<file path="src/hw/rsc_pkg.sv">
// constants for the clock/calendar control and event-steering block
package rsc_pkg;
  localparam logic [4:0] OFS_FLAGS = 5'h0e;
  localparam logic [4:0] OFS_CTRL = 5'h0f;
  localparam logic [4:0] OFS_RAM_ADDR = 5'h10;
  localparam logic [4:0] OFS_RAM_DATA = 5'h13;

  // flags_and_status bit positions
  localparam int unsigned BIT_ALARM_FLAG = 3;
  localparam int unsigned BIT_KEY_FLAG = 2;
  localparam int unsigned BIT_WDOG_FLAG = 1;
  localparam int unsigned BIT_IRQ_FLAG = 0;

  // event_enable_control bit positions
  localparam int unsigned BIT_TE = 7;
  localparam int unsigned BIT_XTAL = 6;
  localparam int unsigned BIT_BURST = 5;
  localparam int unsigned BIT_ALARM_WAKE = 4;
  localparam int unsigned BIT_ALARM_IE = 3;
  localparam int unsigned BIT_KEY_IE = 2;
  localparam int unsigned BIT_WDE = 1;
  localparam int unsigned BIT_WDS = 0;

  localparam logic [7:0] CTRL_RESET = 8'h80;
  localparam logic [3:0] FLAGS_RESET = 4'h0;
  localparam logic [7:0] RAM_ADDR_RESET = 8'h00;
  localparam int unsigned RAM_DEPTH = 256;

  // reset pulse length: least time, rounded up to whole cycles
  localparam int unsigned CLK_PERIOD_NS = 10;
  localparam int unsigned RST_PULSE_MIN_MS = 40;
  localparam int unsigned RST_PULSE_MAX_MS = 200;
  localparam int unsigned RST_PULSE_CYC = (RST_PULSE_MIN_MS * 1000000 + CLK_PERIOD_NS - 1) / CLK_PERIOD_NS;
endpackage : rsc_pkg

</file>
<file path="src/hw/rsc_pulse_if.sv">
// handshake between the steering logic and the reset pulse timer
`timescale 1ns/1ns
`default_nettype none
interface rsc_pulse_if;
  logic start;
  logic active;
  modport ctrl (output start, input active);
  modport timer (input start, output active);
endinterface : rsc_pulse_if
`default_nettype wire

</file>
<file path="src/hw/rsc_rst_pulse.sv">
// one-shot reset pulse timer of fixed length
`timescale 1ns/1ns
`default_nettype none
module rsc_rst_pulse #(
  parameter int unsigned CYC = rsc_pkg::RST_PULSE_CYC
) (
  input wire logic clk_sys_i,
  input wire logic rst_b_i,
  input wire logic ce_i,
  rsc_pulse_if.timer pulse
);
  logic [31:0] cnt_q;

  always_ff @(posedge clk_sys_i or negedge rst_b_i) begin
    if (!rst_b_i) begin
      cnt_q <= 32'h0;
      pulse.active <= 1'b0;
    end else if (ce_i) begin
      if (pulse.active) begin
        if (cnt_q == CYC - 1) begin
          pulse.active <= 1'b0;
          cnt_q <= 32'h0;
        end else begin
          cnt_q <= cnt_q + 32'h1;
        end
      end else if (pulse.start) begin
        // single pulse; a start while running is ignored
        pulse.active <= 1'b1;
        cnt_q <= 32'h0;
      end
    end
  end
endmodule : rsc_rst_pulse
`default_nettype wire

</file>
<file path="src/hw/rsc_sync3.sv">
// three-stage input synchroniser, output follows once stages two and three agree
`timescale 1ns/1ns
`default_nettype none
module rsc_sync3 #(
  parameter int unsigned W = 1,
  parameter logic [W-1:0] RST_VAL = '0
) (
  input wire logic clk_sys_i,
  input wire logic rst_b_i,
  input wire logic ce_i,
  input wire logic [W-1:0] d_i,
  output var logic [W-1:0] q_o
);
  logic [W-1:0] s1_q;
  logic [W-1:0] s2_q;
  logic [W-1:0] s3_q;

  always_ff @(posedge clk_sys_i or negedge rst_b_i) begin
    if (!rst_b_i) begin
      s1_q <= RST_VAL;
      s2_q <= RST_VAL;
      s3_q <= RST_VAL;
    end else if (ce_i) begin
      s1_q <= d_i;
      s2_q <= s1_q;
      s3_q <= s2_q;
    end
  end

  always_ff @(posedge clk_sys_i or negedge rst_b_i) begin
    if (!rst_b_i) begin
      q_o <= RST_VAL;
    end else if (ce_i) begin
      for (int i = 0; i < W; i++) begin
        if (s2_q[i] == s3_q[i]) begin
          q_o[i] <= s3_q[i];
        end
      end
    end
  end
endmodule : rsc_sync3
`default_nettype wire

</file>
<file path="src/hw/rsc_top.sv">
// control and event-steering logic of a clock/calendar behind a byte-wide host bus
`timescale 1ns/1ns
`default_nettype none
module rsc_top #(
  parameter int unsigned RST_PULSE_CYC = rsc_pkg::RST_PULSE_CYC
) (
  input wire logic clk_sys_i,
  input wire logic rst_b_i,
  input wire logic ce_i,
  // host bus pins
  input wire logic cs_n_i,
  input wire logic oe_n_i,
  input wire logic we_n_i,
  input wire logic [4:0] addr_i,
  input wire logic [7:0] dq_i,
  output var logic [7:0] dq_o,
  output var logic dq_oe_o,
  // pins from outside
  input wire logic wake_key_input_n_i,
  input wire logic main_supply_i,
  // events from timekeeping logic on this clock
  input wire logic alarm_match_i,
  input wire logic wdog_timeout_i,
  input wire logic second_tick_i,
  // open-drain outputs, pulled low while enable is high
  output var logic irq_n_oe_o,
  output var logic power_on_out_n_oe_o,
  output var logic rst_n_oe_o,
  // to timekeeping logic
  output var logic transfer_strobe_o,
  output var logic xtal_load_sel_o,
  output var logic wdog_kick_o,
  output var logic wdog_enable_o
);
  logic cs_n_s;
  logic oe_n_s;
  logic we_n_s;
  logic [4:0] addr_s;
  logic [7:0] dq_s;
  logic key_n_s;
  logic supply_s;

  rsc_sync3 #(.W(3), .RST_VAL(3'h7)) u_sync_strb (
    .clk_sys_i(clk_sys_i),
    .rst_b_i(rst_b_i),
    .ce_i(ce_i),
    .d_i({cs_n_i, oe_n_i, we_n_i}),
    .q_o({cs_n_s, oe_n_s, we_n_s})
  );

  rsc_sync3 #(.W(13), .RST_VAL(13'h0)) u_sync_bus (
    .clk_sys_i(clk_sys_i),
    .rst_b_i(rst_b_i),
    .ce_i(ce_i),
    .d_i({addr_i, dq_i}),
    .q_o({addr_s, dq_s})
  );

  rsc_sync3 #(.W(2), .RST_VAL(2'h3)) u_sync_pins (
    .clk_sys_i(clk_sys_i),
    .rst_b_i(rst_b_i),
    .ce_i(ce_i),
    .d_i({wake_key_input_n_i, main_supply_i}),
    .q_o({key_n_s, supply_s})
  );

  // registers
  logic alarm_match_flag_q;
  logic wake_key_flag_q;
  logic watchdog_timeout_flag_q;
  logic interrupt_request_flag_q;
  logic count_transfer_enable_q;
  logic xtal_sel_q;
  logic burst_increment_enable_q;
  logic alarm_wake_enable_q;
  logic alarm_int_enable_q;
  logic wake_key_int_enable_q;
  logic watchdog_enable_q;
  logic watchdog_steer_q;
  logic [7:0] ram_addr_q;
  logic [7:0] ram_q [rsc_pkg::RAM_DEPTH];

  // host bus: write taken on the rising edge of write strobe with chip select low
  logic we_n_p_q;
  logic [4:0] wr_addr_q;
  logic [7:0] wr_data_q;
  logic rd_act_p_q;
  logic [4:0] rd_addr_q;
  logic wr_go;
  logic rd_act;
  logic rd_end;
  logic wr_flags;
  logic wr_ctrl;
  logic wr_ram_addr;
  logic wr_ram_data;

  assign wr_go = !we_n_p_q && we_n_s && !cs_n_s;
  assign rd_act = !cs_n_s && !oe_n_s && we_n_s;
  assign rd_end = rd_act_p_q && !rd_act;
  assign wr_flags = wr_go && (wr_addr_q == rsc_pkg::OFS_FLAGS);
  assign wr_ctrl = wr_go && (wr_addr_q == rsc_pkg::OFS_CTRL);
  assign wr_ram_addr = wr_go && (wr_addr_q == rsc_pkg::OFS_RAM_ADDR);
  assign wr_ram_data = wr_go && (wr_addr_q == rsc_pkg::OFS_RAM_DATA);

  always_ff @(posedge clk_sys_i or negedge rst_b_i) begin
    if (!rst_b_i) begin
      we_n_p_q <= 1'b1;
      wr_addr_q <= 5'h00;
      wr_data_q <= 8'h00;
    end else if (ce_i) begin
      we_n_p_q <= we_n_s;
      // address and data held from the cycle before the strobe rises
      if (!we_n_s) begin
        wr_addr_q <= addr_s;
        wr_data_q <= dq_s;
      end
    end
  end

  always_ff @(posedge clk_sys_i or negedge rst_b_i) begin
    if (!rst_b_i) begin
      rd_act_p_q <= 1'b0;
      rd_addr_q <= 5'h00;
    end else if (ce_i) begin
      rd_act_p_q <= rd_act;
      if (rd_act) begin
        rd_addr_q <= addr_s;
      end
    end
  end

  // event_enable_control
  always_ff @(posedge clk_sys_i or negedge rst_b_i) begin
    if (!rst_b_i) begin
      count_transfer_enable_q <= rsc_pkg::CTRL_RESET[rsc_pkg::BIT_TE];
      xtal_sel_q <= rsc_pkg::CTRL_RESET[rsc_pkg::BIT_XTAL];
      burst_increment_enable_q <= rsc_pkg::CTRL_RESET[rsc_pkg::BIT_BURST];
      alarm_wake_enable_q <= rsc_pkg::CTRL_RESET[rsc_pkg::BIT_ALARM_WAKE];
      alarm_int_enable_q <= rsc_pkg::CTRL_RESET[rsc_pkg::BIT_ALARM_IE];
      wake_key_int_enable_q <= rsc_pkg::CTRL_RESET[rsc_pkg::BIT_KEY_IE];
      watchdog_steer_q <= rsc_pkg::CTRL_RESET[rsc_pkg::BIT_WDS];
    end else if (ce_i && wr_ctrl) begin
      count_transfer_enable_q <= wr_data_q[rsc_pkg::BIT_TE];
      xtal_sel_q <= wr_data_q[rsc_pkg::BIT_XTAL];
      burst_increment_enable_q <= wr_data_q[rsc_pkg::BIT_BURST];
      alarm_wake_enable_q <= wr_data_q[rsc_pkg::BIT_ALARM_WAKE];
      alarm_int_enable_q <= wr_data_q[rsc_pkg::BIT_ALARM_IE];
      wake_key_int_enable_q <= wr_data_q[rsc_pkg::BIT_KEY_IE];
      watchdog_steer_q <= wr_data_q[rsc_pkg::BIT_WDS];
    end
  end

  // watchdog enable, cleared by hardware once the reset pulse starts
  rsc_pulse_if pulse ();
  logic pulse_act_p_q;

  always_ff @(posedge clk_sys_i or negedge rst_b_i) begin
    if (!rst_b_i) begin
      watchdog_enable_q <= rsc_pkg::CTRL_RESET[rsc_pkg::BIT_WDE];
      pulse_act_p_q <= 1'b0;
    end else if (ce_i) begin
      pulse_act_p_q <= pulse.active;
      if (pulse.active && !pulse_act_p_q) begin
        watchdog_enable_q <= 1'b0;
      end else if (wr_ctrl) begin
        watchdog_enable_q <= wr_data_q[rsc_pkg::BIT_WDE];
      end
    end
  end

  // reset pulse only for a timeout with watchdog active and steered to reset
  assign pulse.start = wdog_timeout_i && watchdog_enable_q && watchdog_steer_q;

  rsc_rst_pulse #(.CYC(RST_PULSE_CYC)) u_rst_pulse (
    .clk_sys_i(clk_sys_i),
    .rst_b_i(rst_b_i),
    .ce_i(ce_i),
    .pulse(pulse)
  );

  // sticky flags: a hardware set wins over a clearing write
  logic key_n_p_q;
  logic key_event;

  assign key_event = key_n_p_q && !key_n_s;

  always_ff @(posedge clk_sys_i or negedge rst_b_i) begin
    if (!rst_b_i) begin
      key_n_p_q <= 1'b1;
    end else if (ce_i) begin
      key_n_p_q <= key_n_s;
    end
  end

  always_ff @(posedge clk_sys_i or negedge rst_b_i) begin
    if (!rst_b_i) begin
      alarm_match_flag_q <= rsc_pkg::FLAGS_RESET[rsc_pkg::BIT_ALARM_FLAG];
    end else if (ce_i) begin
      if (alarm_match_i) begin
        alarm_match_flag_q <= 1'b1;
      end else if (wr_flags && !wr_data_q[rsc_pkg::BIT_ALARM_FLAG]) begin
        alarm_match_flag_q <= 1'b0;
      end
    end
  end

  always_ff @(posedge clk_sys_i or negedge rst_b_i) begin
    if (!rst_b_i) begin
      wake_key_flag_q <= rsc_pkg::FLAGS_RESET[rsc_pkg::BIT_KEY_FLAG];
    end else if (ce_i) begin
      if (key_event) begin
        wake_key_flag_q <= 1'b1;
      end else if (wr_flags) begin
        wake_key_flag_q <= wr_data_q[rsc_pkg::BIT_KEY_FLAG];
      end
    end
  end

  always_ff @(posedge clk_sys_i or negedge rst_b_i) begin
    if (!rst_b_i) begin
      watchdog_timeout_flag_q <= rsc_pkg::FLAGS_RESET[rsc_pkg::BIT_WDOG_FLAG];
    end else if (ce_i) begin
      if (wdog_timeout_i) begin
        watchdog_timeout_flag_q <= 1'b1;
      end else if (wr_flags && !wr_data_q[rsc_pkg::BIT_WDOG_FLAG]) begin
        watchdog_timeout_flag_q <= 1'b0;
      end
    end
  end

  // request flag: recomputed every cycle, never written
  always_ff @(posedge clk_sys_i or negedge rst_b_i) begin
    if (!rst_b_i) begin
      interrupt_request_flag_q <= rsc_pkg::FLAGS_RESET[rsc_pkg::BIT_IRQ_FLAG];
    end else if (ce_i) begin
      interrupt_request_flag_q <= (alarm_match_flag_q && alarm_int_enable_q)
        || (wake_key_flag_q && wake_key_int_enable_q)
        || (watchdog_timeout_flag_q && watchdog_enable_q);
    end
  end

  // pin drivers
  always_ff @(posedge clk_sys_i or negedge rst_b_i) begin
    if (!rst_b_i) begin
      irq_n_oe_o <= 1'b0;
      power_on_out_n_oe_o <= 1'b0;
      rst_n_oe_o <= 1'b0;
    end else if (ce_i) begin
      // irq waits for main supply
      irq_n_oe_o <= interrupt_request_flag_q && supply_s;
      power_on_out_n_oe_o <= (alarm_match_flag_q && alarm_wake_enable_q)
        || (wake_key_flag_q && wake_key_int_enable_q);
      rst_n_oe_o <= pulse.active;
    end
  end

  // outputs to the timekeeping logic
  always_ff @(posedge clk_sys_i or negedge rst_b_i) begin
    if (!rst_b_i) begin
      transfer_strobe_o <= 1'b0;
      xtal_load_sel_o <= 1'b0;
      wdog_kick_o <= 1'b0;
      wdog_enable_o <= 1'b0;
    end else if (ce_i) begin
      transfer_strobe_o <= second_tick_i && count_transfer_enable_q;
      xtal_load_sel_o <= xtal_sel_q;
      wdog_kick_o <= wr_go;
      wdog_enable_o <= watchdog_enable_q;
    end
  end

  // extended RAM address and data
  logic ram_data_done;

  assign ram_data_done = wr_ram_data || (rd_end && rd_addr_q == rsc_pkg::OFS_RAM_DATA);

  always_ff @(posedge clk_sys_i or negedge rst_b_i) begin
    if (!rst_b_i) begin
      ram_addr_q <= rsc_pkg::RAM_ADDR_RESET;
    end else if (ce_i) begin
      if (wr_ram_addr) begin
        ram_addr_q <= wr_data_q;
      end else if (ram_data_done && burst_increment_enable_q) begin
        ram_addr_q <= ram_addr_q + 8'h01;
      end
    end
  end

  always_ff @(posedge clk_sys_i) begin
    if (ce_i && wr_ram_data) begin
      ram_q[ram_addr_q] <= wr_data_q;
    end
  end

  // read data
  logic [7:0] rd_mux;

  always_comb begin
    case (addr_s)
      rsc_pkg::OFS_FLAGS: begin
        rd_mux = {4'h0, alarm_match_flag_q, wake_key_flag_q, watchdog_timeout_flag_q, interrupt_request_flag_q};
      end
      rsc_pkg::OFS_CTRL: begin
        rd_mux = {count_transfer_enable_q, xtal_sel_q, burst_increment_enable_q, alarm_wake_enable_q,
                  alarm_int_enable_q, wake_key_int_enable_q, watchdog_enable_q, watchdog_steer_q};
      end
      rsc_pkg::OFS_RAM_ADDR: begin
        rd_mux = ram_addr_q;
      end
      rsc_pkg::OFS_RAM_DATA: begin
        rd_mux = ram_q[ram_addr_q];
      end
      default: begin
        rd_mux = 8'h00;
      end
    endcase
  end

  always_ff @(posedge clk_sys_i or negedge rst_b_i) begin
    if (!rst_b_i) begin
      dq_o <= 8'h00;
      dq_oe_o <= 1'b0;
    end else if (ce_i) begin
      dq_oe_o <= rd_act;
      dq_o <= rd_act ? rd_mux : 8'h00;
    end
  end
endmodule : rsc_top
`default_nettype wire

</file>
<file path="config.mk">
export PLATFORM = sky130hd
export DESIGN_NAME = rsc_top
export DESIGN_NICKNAME = d
export VERILOG_FILES = /design/src/hw/rsc_pkg.sv /design/src/hw/rsc_pulse_if.sv /design/src/hw/rsc_rst_pulse.sv /design/src/hw/rsc_sync3.sv /design/src/hw/rsc_top.sv
export SDC_FILE = /design/constraint.sdc
export NUM_CORES = 2
export LEC_CHECK = 0
export BUFFER_PORTS_ARGS = -buffer_cell sky130_fd_sc_hd__buf_2
export CAP_MARGIN = 20
export CORE_MARGIN = 10
export CORE_UTILIZATION = 45
export CTS_CLUSTER_DIAMETER = 60
export DETAILED_ROUTE_END_ITERATION = 10
export GPL_TIMING_DRIVEN = 0
export PLACE_DENSITY_LB_ADDON = 0.05
export SYNTH_ARGS = -nofsm -noshare
export SYNTH_HDL_FRONTEND = slang
export SYNTH_SLANG_ARGS = --single-unit
</file>
<file path="constraint.sdc">
create_clock -name clk_sys_i -period 4.8 [get_ports clk_sys_i]
set_clock_uncertainty 0.15 [all_clocks]
set_input_delay 0.72 -clock clk_sys_i [delete_from_list [all_inputs] [get_ports clk_sys_i]]
set_output_delay 0.72 -clock clk_sys_i [all_outputs]
set_load 0.02 [all_outputs]
</file>
==> implementation parameters <==
Parameter                              Value

Logic synthesis
  Distinct cell type count after synthesis    65
  Synthesized net count    4578
  Post-synthesis instance area    0.0864 mm^2
  FF+latch count, synth    2209
  Number of enable flip-flop cells after synthesis    2048
  Post-synthesis sequential area ratio    0.759
  Syn Area/Cell    19.0 um^2
  Yosys warning count    0
  Predominant post-synthesis flop cell    sky130_fd_sc_hd__edfxtp_1
  Number of cells produced by synthesis    4549
  Post-synthesis async set-or-reset flop share    0.0729

Outcome
  Result of the run    complete, but fails checks
  Violations in the final reports    negative setup slack

Clock network
  Clock Pin Slew Worst Setup and Hold Paths    0.06 ns
  Setup Fix Bufs, Post-CTS    0
  Buffer cell driving the clock tree root    sky130_fd_sc_hd__clkbuf_16
  CTS tree    built
  Clock latency at the later pin of the worst-skew pair    0.87 ns
  CTS HTree Levels    4
  CTS Buffer Depth    3
  Number of buffers created by CTS    227
  Clk sinks    2209

Timing
  Rel. slew slack    0.0817
  Clock period minus worst slack    5.05 ns
  Final Cycle Share    1.05
  Maximum clock frequency    198 MHz
  Final total negative setup slack    -22.68 ns
  Number of failing setup endpoints in the final timing report    202
  Min setup slack post-route    -0.254 ns
  RSZ-0062 raised after global routing    yes
  Number of pins with negative max-slew slack in the final report    0
  Least-Margin Pin Slew    1.38 ns
  Hold violation total from the final report    0

Flow run
  Maximum capacitance violations    0

Final layout
  Net total in the final layout    4913
  Final core occ    0.516
  Number of inserted filler cells in the final layout    15.4k
  Fraction of final layout cells sized beyond drive strength 1    0.223
  Layout overhead on the synthesized area    13.9%

Power
  Static leakage    31.2 nW
  Logic gate share of total power    0.214
  Ratio of total power to cell area    534 mW/mm^2
  Fraction of power spent switching nets    0.302
  Part of the power in registers    0.461
  Max VDD drop    421 uV
  Clock network fraction of total power    0.324
  Net Sw Power    15.9 mW
  Power Internal    36.7 mW

Setup path
  Largest stage delay on the critical path    0.89 ns
  Most Frequent Cell on Critical Path    sky130_fd_sc_hd__buf_2
  Number of logic stages on the critical path including buffering    8
  Launching element type of the critical path    flip-flop
  Kind of cell adding the most delay to the critical path    buffers and inverters
  Critical Path, Cell by Cell    buf_2, buf_2, nor2b_1, clkbuf_1, buf_2, nand2_1, clkbuf_2, nor2_1
  Data required time at the worst endpoint    5.15 ns
  Path depth of the worst reg2reg path    8
  Slowest stage cell on the critical path    sky130_fd_sc_hd__nor2_1
  Crit path DAT    5.40 ns
  Crit Path Class    reg -> reg
  Bufs and invs on worst path    5
  Capturing element type of the critical path    flip-flop
  Worst Path Max Fanout    10

Placed design
  Detailed-placement wirelength estimate    184000 um
  Routability-driven placement congestion ratio    0.972
  Port Buffers    39
  Worst slack after detailed placement    -1.05 ns

Detailed routing
  Detail Route Antenna Nets    0
  DRC violations left    0
  Vias    46.5k
  Detailed Routing Iterations Pass 1    7
  Post-detailed-route via-to-cell ratio    6.13
  Wire per inst    35.1 um
  Total detailed-routing wirelength    267000 um
  Drt first-iter violations    6194

Global route
  Busiest layer in global routing    met2
  Overall fraction of global-route tracks in use    0.250
  Met2 usage    0.383
  Via count of the first global-routing pass    46.2k
  GRT overflow    0
  First-pass GRT wire length    369000 um
  Largest net degree at the start of global routing    99
  Met3 track utilization from global routing    0.0540
  Met1 GRT Util    0.353
  Number of antenna violations at the first check in global routing    15

Floorplan
  Starting density of the core    0.453
  CORE AREA    0.191 mm^2
  I/O pin count    40
  Vertical die dimension    458 um
  Width of the chip    458 um
  Die ar.    0.210 mm^2
  Number of core rows    160

Min path
  Hold WC Path Type    in -> reg
  Cell count of the worst hold path    4
==> kinds of logic after synthesis <==
kind of cell / after synthesis / share of synthesized area
mux: 736 / 0.140
buf+inv: 289 / 0.0171
xor+xnor: 25 / 0.00254
flops: 2209 / 0.759
fa+ha+maj: 5 / 0.000724
simple gates: 780 / 0.0411
compound gates: 505 / 0.0390
==> worst reg2reg max path, cell delays in order, from the launching register on <==
cell and delay (ns):
sky130_fd_sc_hd__dfrtp_1 0.38, sky130_fd_sc_hd__buf_2 0.23, sky130_fd_sc_hd__buf_2 0.25, sky130_fd_sc_hd__nor2b_1 0.50
sky130_fd_sc_hd__clkbuf_1 0.43, sky130_fd_sc_hd__buf_2 0.48, sky130_fd_sc_hd__nand2_1 0.59, sky130_fd_sc_hd__clkbuf_2 0.76
sky130_fd_sc_hd__nor2_1 0.91
==> per-stage QoR <==
step                instance area, um^2  std cells  hold slack (ns)  power [mW]
floorplan                         86400       4549            0.274        30.7
global placement                  89700       7099            0.310        35.0
detailed placement                90800       7146            0.316        35.9
CTS                               98200       7582            0.168        52.8
global route                      98400       7583            0.221        54.1
finish                            98400       7587            0.220        52.6
==> layout by cell type (no fill, tap or decap), drive strengths merged, types with 24 or more instances in the layout <==
cell type / instances
edfxtp: 2048
a21oi: 119
nand3: 101
dfrtp: 138
a221oi: 59
nand4: 32
o21ai: 67
mux2i: 287
inv: 28
nor2: 337
mux4: 373
o22ai: 60
buf: 235
a22oi: 117
clkbuf: 420
nor3: 24
mux2: 76
clkinv: 92
a22o: 25
nand2: 176
nand2b: 24
==> per-layer routing <==
layer / wire (um) / part of all wire / vias to the layer above
li1: - / - / 19200
met1: 112000 / 0.42 / 24800
met2: 121000 / 0.45 / 2086
met3: 22400 / 0.084 / 461
met4: 11500 / 0.043 / 14
met5: 145 / 0.00054 / -
==> cell usage after synthesis, drive strengths merged (5+ instances only) <==
library cell	number	area (um^2)
or2	5	31.3
inv	16	60.1
o31ai	8	60.1
nor2b	18	113
nor3	24	140
dfstp	23	604
mux2i	287	2870
xor2	10	87.6
nand4	32	200
a22o	25	219
a31oi	18	113
edfxtp	2048	61500
nor4	15	100
nand2	176	661
buf	148	942
dfrtp	138	3450
nor2	337	1260
a221oi	59	517
o22ai	60	375
nand3	101	505
and2	7	43.8
and3	7	43.8
clkbuf	124	468
ha	5	62.6
a22oi	117	878
nor3b	6	50.1
a31o	8	70.1
a32oi	11	96.3
o21ai	67	335
nand4b	6	58.8
mux4	373	8400
xnor2	15	131
nand2b	24	150
mux2	76	856
a21oi	119	596
==> path summary, 6_finish.rpt <==
| check | start | to | slack [ns] |
|---|---|---|---|
| max in group asynchronous | rst_b_i | wr_data_q[4] | 3.27 |
| setup reg to reg | ram_addr_q[3] | ram_q[219][2] | -0.25 |
| hold / removal | ce_i | u_rst_pulse.cnt_q[1] | 0.22 |
| min in group asynchronous | rst_b_i | u_rst_pulse.cnt_q[2] | 0.27 |
| hold reg to reg | rd_addr_q[0] | rd_addr_q[0] | 0.33 |
| setup / recovery | ram_addr_q[3] | ram_q[219][2] | -0.25 |
==> sequential cells by signal, indices dropped and copies added, names as in the netlist, 3 cells and up <==
name	count
u_sync_strb.q_o	3
u_sync_strb.s1_q	3
u_sync_bus.q_o	13
ram_addr_q	8
rd_addr_q	5
dq_o	8
u_sync_strb.s3_q	3
u_sync_bus.s1_q	13
u_sync_bus.s2_q	13
wr_addr_q	5
u_rst_pulse.cnt_q	32
wr_data_q	8
ram_q	2048
u_sync_strb.s2_q	3
u_sync_bus.s3_q	13
==> power groups by stage <==
| stage | combinational (mW) | sequential (mW) | clock, mW |
|---|---|---|---|
| 2_1_floorplan | 4.92 | 25.8 | 0 |
| 3_3_place_gp | 8.35 | 26.6 | 0 |
| 3_5_place_dp | 11.2 | 24.7 | 0 |
| 4_1_cts | 11.3 | 24.3 | 17.3 |
| 5_1_grt | 11.7 | 24.3 | 18.0 |
| 6_report | 11.3 | 24.3 | 17.1 |
==> what timing repair did <==
| item | CTS | global route |
|---|---|---|
| pin swaps | 0 | 1 |
| hold endpoints to repair | 79 | 0 |
| setup endpoints to repair | 1217 | 464 |
| hold buffers | 22 | 0 |
| gates resized for setup | 54 | 47 |
==> area by class of cell <==
| type | count | area, um^2 | area share |
|---|---|---|---|
| Antenna cell | 4 | 10.0 | 0.000102 |
| Buffer | 269 | 1450 | 0.0148 |
| Clock buffer | 300 | 6080 | 0.0618 |
| Clock inverter | 117 | 1020 | 0.0104 |
| Inverter | 17 | 65.1 | 0.000661 |
| Multi-Input combinational cell | 2051 | 19600 | 0.199 |
| Sequential cell | 2209 | 65600 | 0.667 |
| Tap cell | 2511 | 3140 | 0.0319 |
| Timing Repair Buffer | 109 | 1430 | 0.0145 |
Note: power is estimated with default switching activity, not from simulation.
